[src/hw/cal_seq_pkg.sv]
// Package: constants for the calibration mode sequencer
package cal_seq_pkg;
	// Mode field codes
	localparam logic [2:0] MODE_NORMAL = 3'h0;
	localparam logic [2:0] MODE_BG_CAL = 3'h5;
	localparam logic [2:0] MODE_ZS_SELF = 3'h6;
	localparam logic [2:0] MODE_FS_SELF = 3'h7;
	localparam logic [2:0] MODE_RESET = 3'h0;
	localparam logic [2:0] CHAN_RESET = 3'h0;
	// Background mode: one zero-scale cal per this many background slots, the cal slot included
	localparam int BG_SLOTS = 6;
	// Analog step request codes
	localparam logic [1:0] STEP_CONV = 2'h0;
	localparam logic [1:0] STEP_ZS = 2'h1;
	localparam logic [1:0] STEP_FS = 2'h2;
endpackage

[src/hw/adc_calibration_mode_sequencer.sv]
// Calibration mode sequencer: background, zero-scale and full-scale self-cal
`timescale 1ns/10ps
`default_nettype none
// Functional notes
// - Mode 101 starts background cal on channel
// - Background interleaves zero-scale cal, sixfold slower
// - Background cal uses gain, updates coefficients
// - Mode 110 runs one zero-scale self-cal
// - Zero-scale done returns mode to 000
// - Zero-scale: ready high at start, low on next data word
// - Mode 111 runs one full-scale self-cal
// - Full-scale done returns mode to 000
// - Full-scale: ready high at start, low on next data word
module adc_calibration_mode_sequencer #(
	parameter int BG_SLOTS = cal_seq_pkg::BG_SLOTS
) (
	input wire logic mclk,
	input wire logic rst_n,
	input wire logic mode_wr,
	input wire logic op_mode_bit2,
	input wire logic op_mode_bit1,
	input wire logic op_mode_bit0,
	input wire logic chan_sel_bit2,
	input wire logic chan_sel_bit1,
	input wire logic chan_sel_bit0,
	input wire logic [2:0] gain_sel,
	input wire logic step_done,
	output logic step_start,
	output logic [1:0] step_kind,
	output logic [2:0] step_chan,
	output logic [2:0] step_gain,
	output logic coef_load,
	output logic data_load,
	output logic [2:0] mode,
	output logic conv_valid_n
);
	// One-hot step state
	typedef enum logic [3:0] {
		ST_IDLE = 4'h1,
		ST_ZS = 4'h2,
		ST_FS = 4'h4,
		ST_CONV = 4'h8
	} state_t;
	state_t state;
	logic busy;
	logic cal_slot;
	logic next_is_cal;
	logic [2:0] wr_mode;
	logic [2:0] chan;
	// Elaboration check: background mode needs a conversion slot
	if (BG_SLOTS < 2) begin : g_bad_slots
		$error("BG_SLOTS must be at least 2");
	end
	// Mode field as written, and step-in-flight flag
	assign wr_mode = {op_mode_bit2, op_mode_bit1, op_mode_bit0};
	assign busy = (state != ST_IDLE);
	// Background slots choose a zero-scale step every BG_SLOTS steps
	cal_slot_counter #(.SLOTS(BG_SLOTS)) u_slots (
		.mclk(mclk),
		.rst_n(rst_n),
		.clear(mode_wr),
		.advance(step_start && mode == cal_seq_pkg::MODE_BG_CAL),
		.cal_slot(cal_slot)
	);
	assign next_is_cal = cal_slot;
	// Mode and channel fields; self-clear after one-step cals
	always_ff @(posedge mclk) begin
		if (!rst_n) begin
			mode <= cal_seq_pkg::MODE_RESET;
			chan <= cal_seq_pkg::CHAN_RESET;
		end else if (mode_wr) begin
			mode <= wr_mode;
			chan <= {chan_sel_bit2, chan_sel_bit1, chan_sel_bit0};
		end else if (step_done && (state == ST_ZS || state == ST_FS)
				&& mode != cal_seq_pkg::MODE_BG_CAL) begin
			mode <= cal_seq_pkg::MODE_NORMAL;
		end
	end
	// Step sequencer: issues analog steps to the converter core
	always_ff @(posedge mclk) begin
		if (!rst_n) begin
			state <= ST_IDLE;
			step_start <= 1'b0;
			step_kind <= cal_seq_pkg::STEP_CONV;
			step_chan <= cal_seq_pkg::CHAN_RESET;
			step_gain <= 3'h0;
		end else begin
			step_start <= 1'b0;
			case (state)
				ST_IDLE: begin
					if (!mode_wr && mode == cal_seq_pkg::MODE_ZS_SELF) begin
						state <= ST_ZS;
						step_kind <= cal_seq_pkg::STEP_ZS;
						step_start <= 1'b1;
					end else if (!mode_wr && mode == cal_seq_pkg::MODE_FS_SELF) begin
						state <= ST_FS;
						step_kind <= cal_seq_pkg::STEP_FS;
						step_start <= 1'b1;
					end else if (!mode_wr && mode == cal_seq_pkg::MODE_BG_CAL) begin
						// Background never runs full-scale; host calibrates first
						state <= next_is_cal ? ST_ZS : ST_CONV;
						step_kind <= next_is_cal ? cal_seq_pkg::STEP_ZS
							: cal_seq_pkg::STEP_CONV;
						step_start <= 1'b1;
					end else if (!mode_wr) begin
						state <= ST_CONV;
						step_kind <= cal_seq_pkg::STEP_CONV;
						step_start <= 1'b1;
					end
					step_chan <= chan;
					step_gain <= gain_sel;
				end
				ST_ZS, ST_FS, ST_CONV: begin
					if (mode_wr || step_done) begin
						state <= ST_IDLE;
					end
				end
				default: state <= ST_IDLE;
			endcase
		end
	end
	// Coefficient refresh and data word load at step end
	always_ff @(posedge mclk) begin
		if (!rst_n) begin
			coef_load <= 1'b0;
			data_load <= 1'b0;
		end else begin
			coef_load <= step_done && !mode_wr && (state == ST_ZS || state == ST_FS);
			data_load <= step_done && !mode_wr && state == ST_CONV;
		end
	end
	// Data-ready: high while one-step cal runs, low on fresh word
	always_ff @(posedge mclk) begin
		if (!rst_n) begin
			conv_valid_n <= 1'b1;
		end else if (mode_wr && (wr_mode == cal_seq_pkg::MODE_ZS_SELF
				|| wr_mode == cal_seq_pkg::MODE_FS_SELF)) begin
			conv_valid_n <= 1'b1;
		end else if (data_load) begin
			conv_valid_n <= 1'b0;
		end
	end
	// Zero-scale self-cal clears mode within a cycle of completion
	a_zs_mode_clear: assert property (@(posedge mclk) disable iff (!rst_n)
		(state == ST_ZS && step_done && !mode_wr && mode == cal_seq_pkg::MODE_ZS_SELF)
		|=> mode == cal_seq_pkg::MODE_NORMAL)
		else $error("zero-scale cal did not return mode to normal");
	a_fs_mode_clear: assert property (@(posedge mclk) disable iff (!rst_n)
		(state == ST_FS && step_done && !mode_wr)
		|=> mode == cal_seq_pkg::MODE_NORMAL)
		else $error("full-scale cal did not return mode to normal");
	a_zs_start: assert property (@(posedge mclk) disable iff (!rst_n)
		(state == ST_IDLE && !mode_wr && mode == cal_seq_pkg::MODE_ZS_SELF)
		|=> step_start && step_kind == cal_seq_pkg::STEP_ZS)
		else $error("zero-scale step not issued");
	a_fs_start: assert property (@(posedge mclk) disable iff (!rst_n)
		(state == ST_IDLE && !mode_wr && mode == cal_seq_pkg::MODE_FS_SELF)
		|=> step_start && step_kind == cal_seq_pkg::STEP_FS)
		else $error("full-scale step not issued");
	a_bg_no_fs: assert property (@(posedge mclk) disable iff (!rst_n)
		(step_start && mode == cal_seq_pkg::MODE_BG_CAL) |-> step_kind != cal_seq_pkg::STEP_FS)
		else $error("background mode issued full-scale step");
	a_bg_chan: assert property (@(posedge mclk) disable iff (!rst_n)
		step_start |-> step_chan == chan)
		else $error("step channel differs from selected channel");
	a_cal_ready_high: assert property (@(posedge mclk) disable iff (!rst_n)
		(mode_wr && wr_mode == cal_seq_pkg::MODE_ZS_SELF) |=> conv_valid_n)
		else $error("ready not high at zero-scale start");
	a_fs_ready_high: assert property (@(posedge mclk) disable iff (!rst_n)
		(mode_wr && wr_mode == cal_seq_pkg::MODE_FS_SELF) |=> conv_valid_n)
		else $error("ready not high at full-scale start");
	a_ready_low: assert property (@(posedge mclk) disable iff (!rst_n)
		($fell(conv_valid_n)) |-> $past(data_load))
		else $error("ready fell without a fresh word");
	a_coef_update: assert property (@(posedge mclk) disable iff (!rst_n)
		(state == ST_ZS && step_done && !mode_wr) |=> coef_load)
		else $error("coefficients not refreshed after zero-scale cal");
	// Full-scale cal also refreshes coefficients
	a_fs_coef_update: assert property (@(posedge mclk) disable iff (!rst_n)
		(state == ST_FS && step_done && !mode_wr) |=> coef_load)
		else $error("coefficients not refreshed after full-scale cal");
	// Finished conversion hands over a data word
	a_conv_word: assert property (@(posedge mclk) disable iff (!rst_n)
		(state == ST_CONV && step_done && !mode_wr) |=> data_load && !coef_load)
		else $error("conversion finished without a data word");
	// Fresh word pulls ready low unless a one-step cal starts
	a_word_ready_low: assert property (@(posedge mclk) disable iff (!rst_n)
		(data_load && !(mode_wr && (wr_mode == cal_seq_pkg::MODE_ZS_SELF
			|| wr_mode == cal_seq_pkg::MODE_FS_SELF))) |=> !conv_valid_n)
		else $error("ready stayed high after a fresh word");
	// A write in mid-step aborts it: no load pulse follows
	a_abort_no_load: assert property (@(posedge mclk) disable iff (!rst_n)
		(mode_wr && busy) |=> !coef_load && !data_load)
		else $error("aborted step still produced a load pulse");
	// Background cal slot issues a zero-scale step
	a_bg_cal_slot: assert property (@(posedge mclk) disable iff (!rst_n)
		(state == ST_IDLE && !mode_wr && mode == cal_seq_pkg::MODE_BG_CAL && cal_slot)
		|=> step_start && step_kind == cal_seq_pkg::STEP_ZS)
		else $error("background cal slot did not issue zero-scale step");
	// Other background slots keep converting
	a_bg_conv_slot: assert property (@(posedge mclk) disable iff (!rst_n)
		(state == ST_IDLE && !mode_wr && mode == cal_seq_pkg::MODE_BG_CAL && !cal_slot)
		|=> step_start && step_kind == cal_seq_pkg::STEP_CONV)
		else $error("background conversion slot did not convert");
	// Background zero-scale completion leaves the mode field alone
	a_bg_mode_kept: assert property (@(posedge mclk) disable iff (!rst_n)
		(state == ST_ZS && step_done && !mode_wr && mode == cal_seq_pkg::MODE_BG_CAL)
		|=> mode == cal_seq_pkg::MODE_BG_CAL)
		else $error("background cal changed the mode field");
	// Each step carries the gain in force when it was issued
	a_step_gain: assert property (@(posedge mclk) disable iff (!rst_n)
		step_start |-> step_gain == $past(gain_sel))
		else $error("step gain differs from selected gain");
	// Normal and unlisted modes only run conversions
	a_plain_conv: assert property (@(posedge mclk) disable iff (!rst_n)
		(step_start && mode != cal_seq_pkg::MODE_BG_CAL && mode != cal_seq_pkg::MODE_ZS_SELF
			&& mode != cal_seq_pkg::MODE_FS_SELF) |-> step_kind == cal_seq_pkg::STEP_CONV)
		else $error("conversion mode issued a calibration step");
endmodule // adc_calibration_mode_sequencer
`default_nettype wire

[src/hw/cal_slot_counter.sv]
// Slot counter: picks conversion or zero-scale slot in background mode
`timescale 1ns/10ps
`default_nettype none
module cal_slot_counter #(
	parameter int SLOTS = 6
) (
	input wire logic mclk,
	input wire logic rst_n,
	input wire logic clear,
	input wire logic advance,
	output logic cal_slot
);
	localparam int W = $clog2(SLOTS);
	logic [W-1:0] slot;
	// Fewer than two slots leaves no room for conversions
	if (SLOTS < 2) begin : g_bad_slots
		$error("SLOTS must be at least 2");
	end
	// Count slots; last slot of each group is a calibration slot
	always_ff @(posedge mclk) begin
		if (!rst_n || clear) begin
			slot <= '0;
		end else if (advance) begin
			slot <= (slot == W'(SLOTS - 1)) ? '0 : slot + 1'b1;
		end
	end
	assign cal_slot = (slot == W'(SLOTS - 1));
endmodule // cal_slot_counter
`default_nettype wire

[config.mk]
export PLATFORM = sky130hd
export DESIGN_NAME = adc_calibration_mode_sequencer
export DESIGN_NICKNAME = d
export VERILOG_FILES = /design/src/hw/cal_seq_pkg.sv /design/src/hw/adc_calibration_mode_sequencer.sv /design/src/hw/cal_slot_counter.sv
export SDC_FILE = /design/constraint.sdc
export NUM_CORES = 1
export LEC_CHECK = 0
export BUFFER_PORTS_ARGS = -buffer_cell sky130_fd_sc_hd__buf_2
export CORE_ASPECT_RATIO = 0.8
export CORE_MARGIN = 2
export CORE_UTILIZATION = 50
export CTS_BUF_LIST = sky130_fd_sc_hd__clkbuf_4
export CTS_CLUSTER_SIZE = 24
export DETAILED_ROUTE_END_ITERATION = 10
export GPL_TIMING_DRIVEN = 0
export PLACE_DENSITY = 0.73
export SLEW_MARGIN = 15
export SYNTH_ARGS = -nofsm -noshare
export SYNTH_HDL_FRONTEND = slang
export SYNTH_SLANG_ARGS = --single-unit
[constraint.sdc]
create_clock -name mclk -period 4.4 [get_ports mclk]
set_input_delay 0.22 -clock mclk [delete_from_list [all_inputs] [get_ports mclk]]
set_output_delay 0.22 -clock mclk [all_outputs]
set_load 0.02 [all_outputs]
Word-level counts from Yosys, hierarchy flattened

Index checks and enable logic that the tools add are counted.

Add/subtract/negate cells: 1
Multipliers: 0
Div/mod/pow operators: 0
$lt $le $gt $ge: 0
Equal/unequal tests: 14
Shift-type cells: 0
Multiplexer cells: 19
Bitwise logic cells: 1
Reductions and logical operators: 22

Operators with widths:

| cell                  | number |
|---|---|
| $mux W4               | 6 |
| $eq A3 B3 Y1 const B  | 6 |
| $logic_and A1 B1 Y1   | 10 |
| $mux W3               | 3 |
| $mux W2               | 4 |
| $pmux W4 S2           | 1 |
| $reduce_and A2 Y1     | 3 |
| $mux W1               | 5 |
| $ne A5 B5 Y1 const B  | 1 |
| $eq A4 B1 Y1 const B  | 1 |
| $eq A4 B2 Y1 const B  | 1 |
| $eq A4 B3 Y1 const B  | 1 |
| $eq A4 B4 Y1 const B  | 1 |
| $logic_or A1 B1 Y1    | 4 |
| $ne A4 B1 Y1 const B  | 1 |
| $add A3 B1 Y3 const B | 1 |
| $ne A3 B3 Y1 const B  | 1 |
| $reduce_or A3 Y1      | 1 |
| $logic_not A1 Y1      | 2 |
| $ne A2 B2 Y1 const B  | 1 |
| $reduce_bool A2 Y1    | 1 |
| $reduce_or A2 Y1      | 1 |
| $not A1 Y1            | 1 |

Flip-flop bits (word level): 25
Latch bits: 0
RAM bits: 0
Bits in read-only memories: 0
Output and inout bits: 15
Word-level logic and storage cells: 68
Memories: 0

Logic depth before layout (Yosys ltp)

Depth after elaboration: 6
Mapped depth: 5
Depth with buffers taken out: 3

Cells and area by module

A second synthesis with hierarchy kept.

Cells, all modules: 123
Area total of the unflattened synthesis: 1122.3 um^2

Modules (own cells, without submodules):

| module                         | instances | cells each | area an instance (um^2) | seq. area each (um^2) |
|---|---|---|---|---|
| adc_calibration_mode_sequencer | 1         | 110        | 983.4                   | 440.4 |
| cal_slot_counter               | 1         | 13         | 138.9                   | 60.1 |

Worst setup path after synthesis

No wires, ideal clock.

Kind: register to register
Start: reg state[1]
End: reg step_kind[1]
Setup time: 115 ps
Data arrival time: 1387 ps
Path slack: 2898 ps
Stages on the path, launching flop included: 6
Clock period less this slack: 1502 ps
Cells stage by stage: dfxtp_1 -> buf_6 -> or4b_4 -> buf_6 -> o21a_1 -> o21a_1

Word-level cells in the longest chain between the ends: 2

RTL lines:

| what                        | RTL line                              | text |
|---|---|---|
| start, declared             | adc_calibration_mode_sequencer.sv:44  | `state_t state;` |
| start signal, assigned      | adc_calibration_mode_sequencer.sv:101 | `state <= next_is_cal ? ST_ZS : ST_CONV;` |
| $eq A4 B1 Y1                | adc_calibration_mode_sequencer.sv:89  | `case (state)` |
| $reduce_and A2 Y1 (no line) | n/a                                   |  |
| end signal, assigned        | adc_calibration_mode_sequencer.sv:93  | `step_kind <= cal_seq_pkg::STEP_ZS;` |
| end signal, assigned        | adc_calibration_mode_sequencer.sv:97  | `step_kind <= cal_seq_pkg::STEP_FS;` |
| end signal, assigned        | adc_calibration_mode_sequencer.sv:102 | `step_kind <= next_is_cal ? cal_seq_pkg::STEP_ZS` |
| end, declared               | adc_calibration_mode_sequencer.sv:29  | `output logic [1:0] step_kind,` |

No other way between the ends.
A chain may end at the register's enable or synchronous reset.

Worst setup path in the final report

Start: reg state[1]
End: reg state[1]

Word-level cells in the longest chain between the ends: 4
Elaborated cells between the ends (all ways): 9
Those cells by class: 6 x eq/ne; 1 x mux; 2 x reduce/logical

RTL lines:

| what                                       | RTL line |
|---|---|
| $eq A4 B2 Y1, or another cell as far along | adc_calibration_mode_sequencer.sv:89 |
| $reduce_or A3 Y1                           | adc_calibration_mode_sequencer.sv:89 |
| $ne A2 B2 Y1 (no line)                     | n/a |
| $reduce_and A2 Y1 (no line)                | n/a |

Parallel ways exist; a longest one is shown, timed or not.

==> metrics.md <==
| Metric | Value |
|---|---|
| Clock Sinks | `25` |
| Critical Setup Path Class | `reg -> reg` |
| Clock slew at the register clock pins of the worst setup and hold paths | `140 ps` |
| FF-to-FF path depth | `4` |
| Synth-to-layout area growth | `17.60%` |
| # fillers | `204` |
| Total via count after detailed routing | `1025` |
| Library cells used by synthesis | `34` |
| Critical path launch point type | `register` |
| Clock latency on the worst-skew pair | `330 ps` |
| Count of buffers inserted at the top-level ports | `27` |
| Proportion of synthesized flip-flops having asynchronous set or reset | `0` |
| Routed via count divided by cell count | `5.824` |
| Crit Path Max Fanout | `8` |
| WL/cell | `14.60 um` |
| Final weighted congestion in routability-driven placement | `0.7581` |
| Worst slew margin relative to its limit | `0.4558` |
| Part of the cycle the worst path needs | `0.3915` |
| Synth Area in Adders | `0` |
| Synthesized Nets | `133` |
| Share of the synthesized area in compound gates (AO/OA/AOI/OAI) | `0.1715` |
| Share of cells above drive strength 1 | `0.2583` |
| Critical Path, Cell by Cell | `buf_6, nor4b_2, nand4b_1, o22ai_1` |
| Post-synthesis instance area | `0.001116 mm2` |
| Post-Syn Area per Cell | `9.301 um2` |
| Simple-gate area share of the yosys netlist | `0.2881` |
| Type of the most critical hold path | `in -> reg` |
| Total of endpoints with negative setup slack in the final report | `0` |
| Area taken by flip-flops and latches | `500.5 um2` |
| CTS Root Cell | `sky130_fd_sc_hd__clkbuf_4` |
| Final Critical Period | `1722 ps` |
| Max Transition Viols Final | `0` |
| Fin. Hold Viols | `0` |
| Cell with the largest stage delay on the worst path | `sky130_fd_sc_hd__nor4b_2` |
| Share of synthesized area spent on multiplexers | `0.02691` |
| Area taken by multi-input logic gates | `560.5 um2` |
| Most common library cell in the layout ignoring fill and taps | `sky130_fd_sc_hd__buf_2` |
| Boundary Pins | `28` |
| Number of buffers added by the clock tree synthesis step | `3` |
| Initial DRC count | `43` |
| Cell depth of the worst min-delay path | `3` |
| Setup bufs post-CTS | `0` |
| Xor/xnor cell area share of the yosys netlist | `0.01570` |
| Post-route antenna net violation count | `0` |
| Diode count | `0` |
| Via count of the first global-routing pass | `970` |
| Width of the chip | `56.82 um` |
| Post-cts repair resize count | `0` |
| Critical path's largest stage delay | `740 ps` |
| First-pass DRT Iterations | `4` |
| Transition time at the pin with the least slew margin | `814.2 ps` |
| Unrepaired setup endpoints after global routing | `false` |
| Total track usage | `0.2169` |
| Summed negative setup slack over all endpoints | `0 ps` |
| Fin util | `0.6135` |
| Nets@finish | `165` |
| Worst EP arrival | `1990 ps` |
| EDFF count, synth | `0` |
| H-tree levels | `1` |
| Floorplan row count | `15` |
| Run status | `finished, final reports clean` |
| Nature of the critical path endpoint | `register` |
| Count of warnings emitted by yosys | `0` |
| Total Die Area | `0.002628 mm2` |
| Yosys reg bits | `25` |
| Die Y-Extent | `46.26 um` |
| Leakage | `0.5733 nW` |
| CTS tree | `built` |
| Post-synthesis instance total | `120` |
| Fmax | `580.6 MHz` |
| Dominant combinational cell family by area after synthesis | `simple AND/OR/NAND/NOR gates` |
| Number of hold buffers added after cts | `0` |
| Global-route wire length before repair | `4347 um` |
| Maximum number of buffers from clock root to sink | `2` |
| Max-cap violation count | `0` |
| Global route total overflow | `0` |
| Leading register cell type out of synthesis | `sky130_fd_sc_hd__dfxtp_1` |
| DRC | `0` |
| Largest net degree at the start of global routing | `16` |
| Starting Density | `0.5216` |
| Pwr/cell area | `316.8 mW/mm2` |
| Area of the core region | `0.002140 mm2` |
| Required time worst endpoint | `4670 ps` |
| Half-perimeter wire length after detailed placement | `1788 um` |
| Total routed wirelength | `2570 um` |
| Clk_skew | `2.835 ps` |
| Worst ir drop on vdd | `0.2445 mV` |
| Share of the yosys chip area belonging to registers | `0.4484` |
| Commonest cells after routing, fill and taps aside | `sky130_fd_sc_hd__buf_2, sky130_fd_sc_hd__dfxtp_1, sky130_fd_sc_hd__nand2_1` |
| Initial antenna violation count | `0` |
## metal layers
layer / vias up / global-route usage / wire (um)
li1: 490 / - / -
met1: 475 / 0.2675 / 1089
met2: 56 / 0.3721 / 1266
met3: 4 / 0.06180 / 191
met4: 0 / 0.07442 / 23
met5: - / 0 / 0
## report_power, final
group          internal, mW  leakage (nW)  switching, mW  total, mW
clock                0.0349        0.0139         0.0740      0.109
sequential            0.236         0.204        0.00751      0.243
combinational        0.0257         0.355         0.0379     0.0636
## sequential cells by signal, indices dropped and copies added, names as in the netlist
| register | count |
|---|---|
| conv_valid_n | 1 |
| chan | 3 |
| step_kind | 2 |
| step_gain | 3 |
| mode | 3 |
| step_chan | 3 |
| data_load | 1 |
| state | 4 |
| coef_load | 1 |
| step_start | 1 |
| u_slots.slot | 3 |
## cell families after synthesis
family	after synthesis
multiplexers	3
flip-flops	25
XOR/XNOR	2
AND/OR/NAND/NOR	54
buffers and inverters	9
AO/OA/AOI/OAI	27
## worst max-delay path, delay by kind of cell, from the launching register on
kind	cells	cell delay, ps
and+or+nand+nor	2	980
DFF	1	330
AOI/OAI and AO/OA	1	210
buffers and inverters	1	130
## synth_stat cells, types with 2 or more instances
cell	n	area share
sky130_fd_sc_hd__dfxtp_1	25	0.45
sky130_fd_sc_hd__nand2_1	20	0.067
sky130_fd_sc_hd__a21boi_0	6	0.040
sky130_fd_sc_hd__nor2_1	5	0.017
sky130_fd_sc_hd__nor2b_1	5	0.028
sky130_fd_sc_hd__a21oi_1	4	0.018
sky130_fd_sc_hd__nand2b_1	4	0.022
sky130_fd_sc_hd__o21ai_0	4	0.018
sky130_fd_sc_hd__a32o_1	3	0.027
sky130_fd_sc_hd__and3b_1	3	0.024
sky130_fd_sc_hd__clkbuf_1	3	0.010
sky130_fd_sc_hd__mux2i_1	3	0.027
sky130_fd_sc_hd__nand3_1	3	0.013
sky130_fd_sc_hd__nand4b_1	3	0.024
sky130_fd_sc_hd__o21a_1	3	0.020
sky130_fd_sc_hd__o22ai_1	3	0.017
sky130_fd_sc_hd__and3_1	2	0.011
sky130_fd_sc_hd__buf_2	2	0.0090
sky130_fd_sc_hd__buf_6	2	0.020
sky130_fd_sc_hd__o2111ai_1	2	0.016
sky130_fd_sc_hd__xor2_1	2	0.016
## path summary, 6_finish.rpt
path	from	to	slack (ps)
max	state[1]$_SDFFE_PN0P_	state[1]$_SDFFE_PN0P_	2680
min	gain_sel[0]	step_gain[0]$_SDFFE_PN0P_	120
max reg2reg	state[1]$_SDFFE_PN0P_	state[1]$_SDFFE_PN0P_	2680
min reg2reg	step_chan[2]$_SDFFE_PN0P_	step_chan[2]$_SDFFE_PN0P_	480
## area by class of cell
class	count	share of cell area
buffer	8	0.03908
clock buffer	3	0.01716
clock inverter	1	0.005720
inverter	1	0.002860
multi-input combinational	86	0.4271
sequential	25	0.3813
tap	25	0.02383
timing repair buffer	27	0.1030
## stage by stage
stage / hold WS, ps / setup slack (ps) / std cells / area (um2) / total power, mW
after floorplan: 365.0 / 2898 / 120 / 1116 / 0.2884
after global placement: 447.3 / 2768 / 172 / 1282 / 0.3088
after detailed placement: 457.0 / 2749 / 172 / 1282 / 0.3110
after CTS: 117.8 / 2703 / 176 / 1313 / 0.4165
after global routing: 111.3 / 2567 / 176 / 1313 / 0.4339
final: 119.7 / 2678 / 176 / 1313 / 0.4158
No activity file was read; power rests on OpenSTA's default activity.
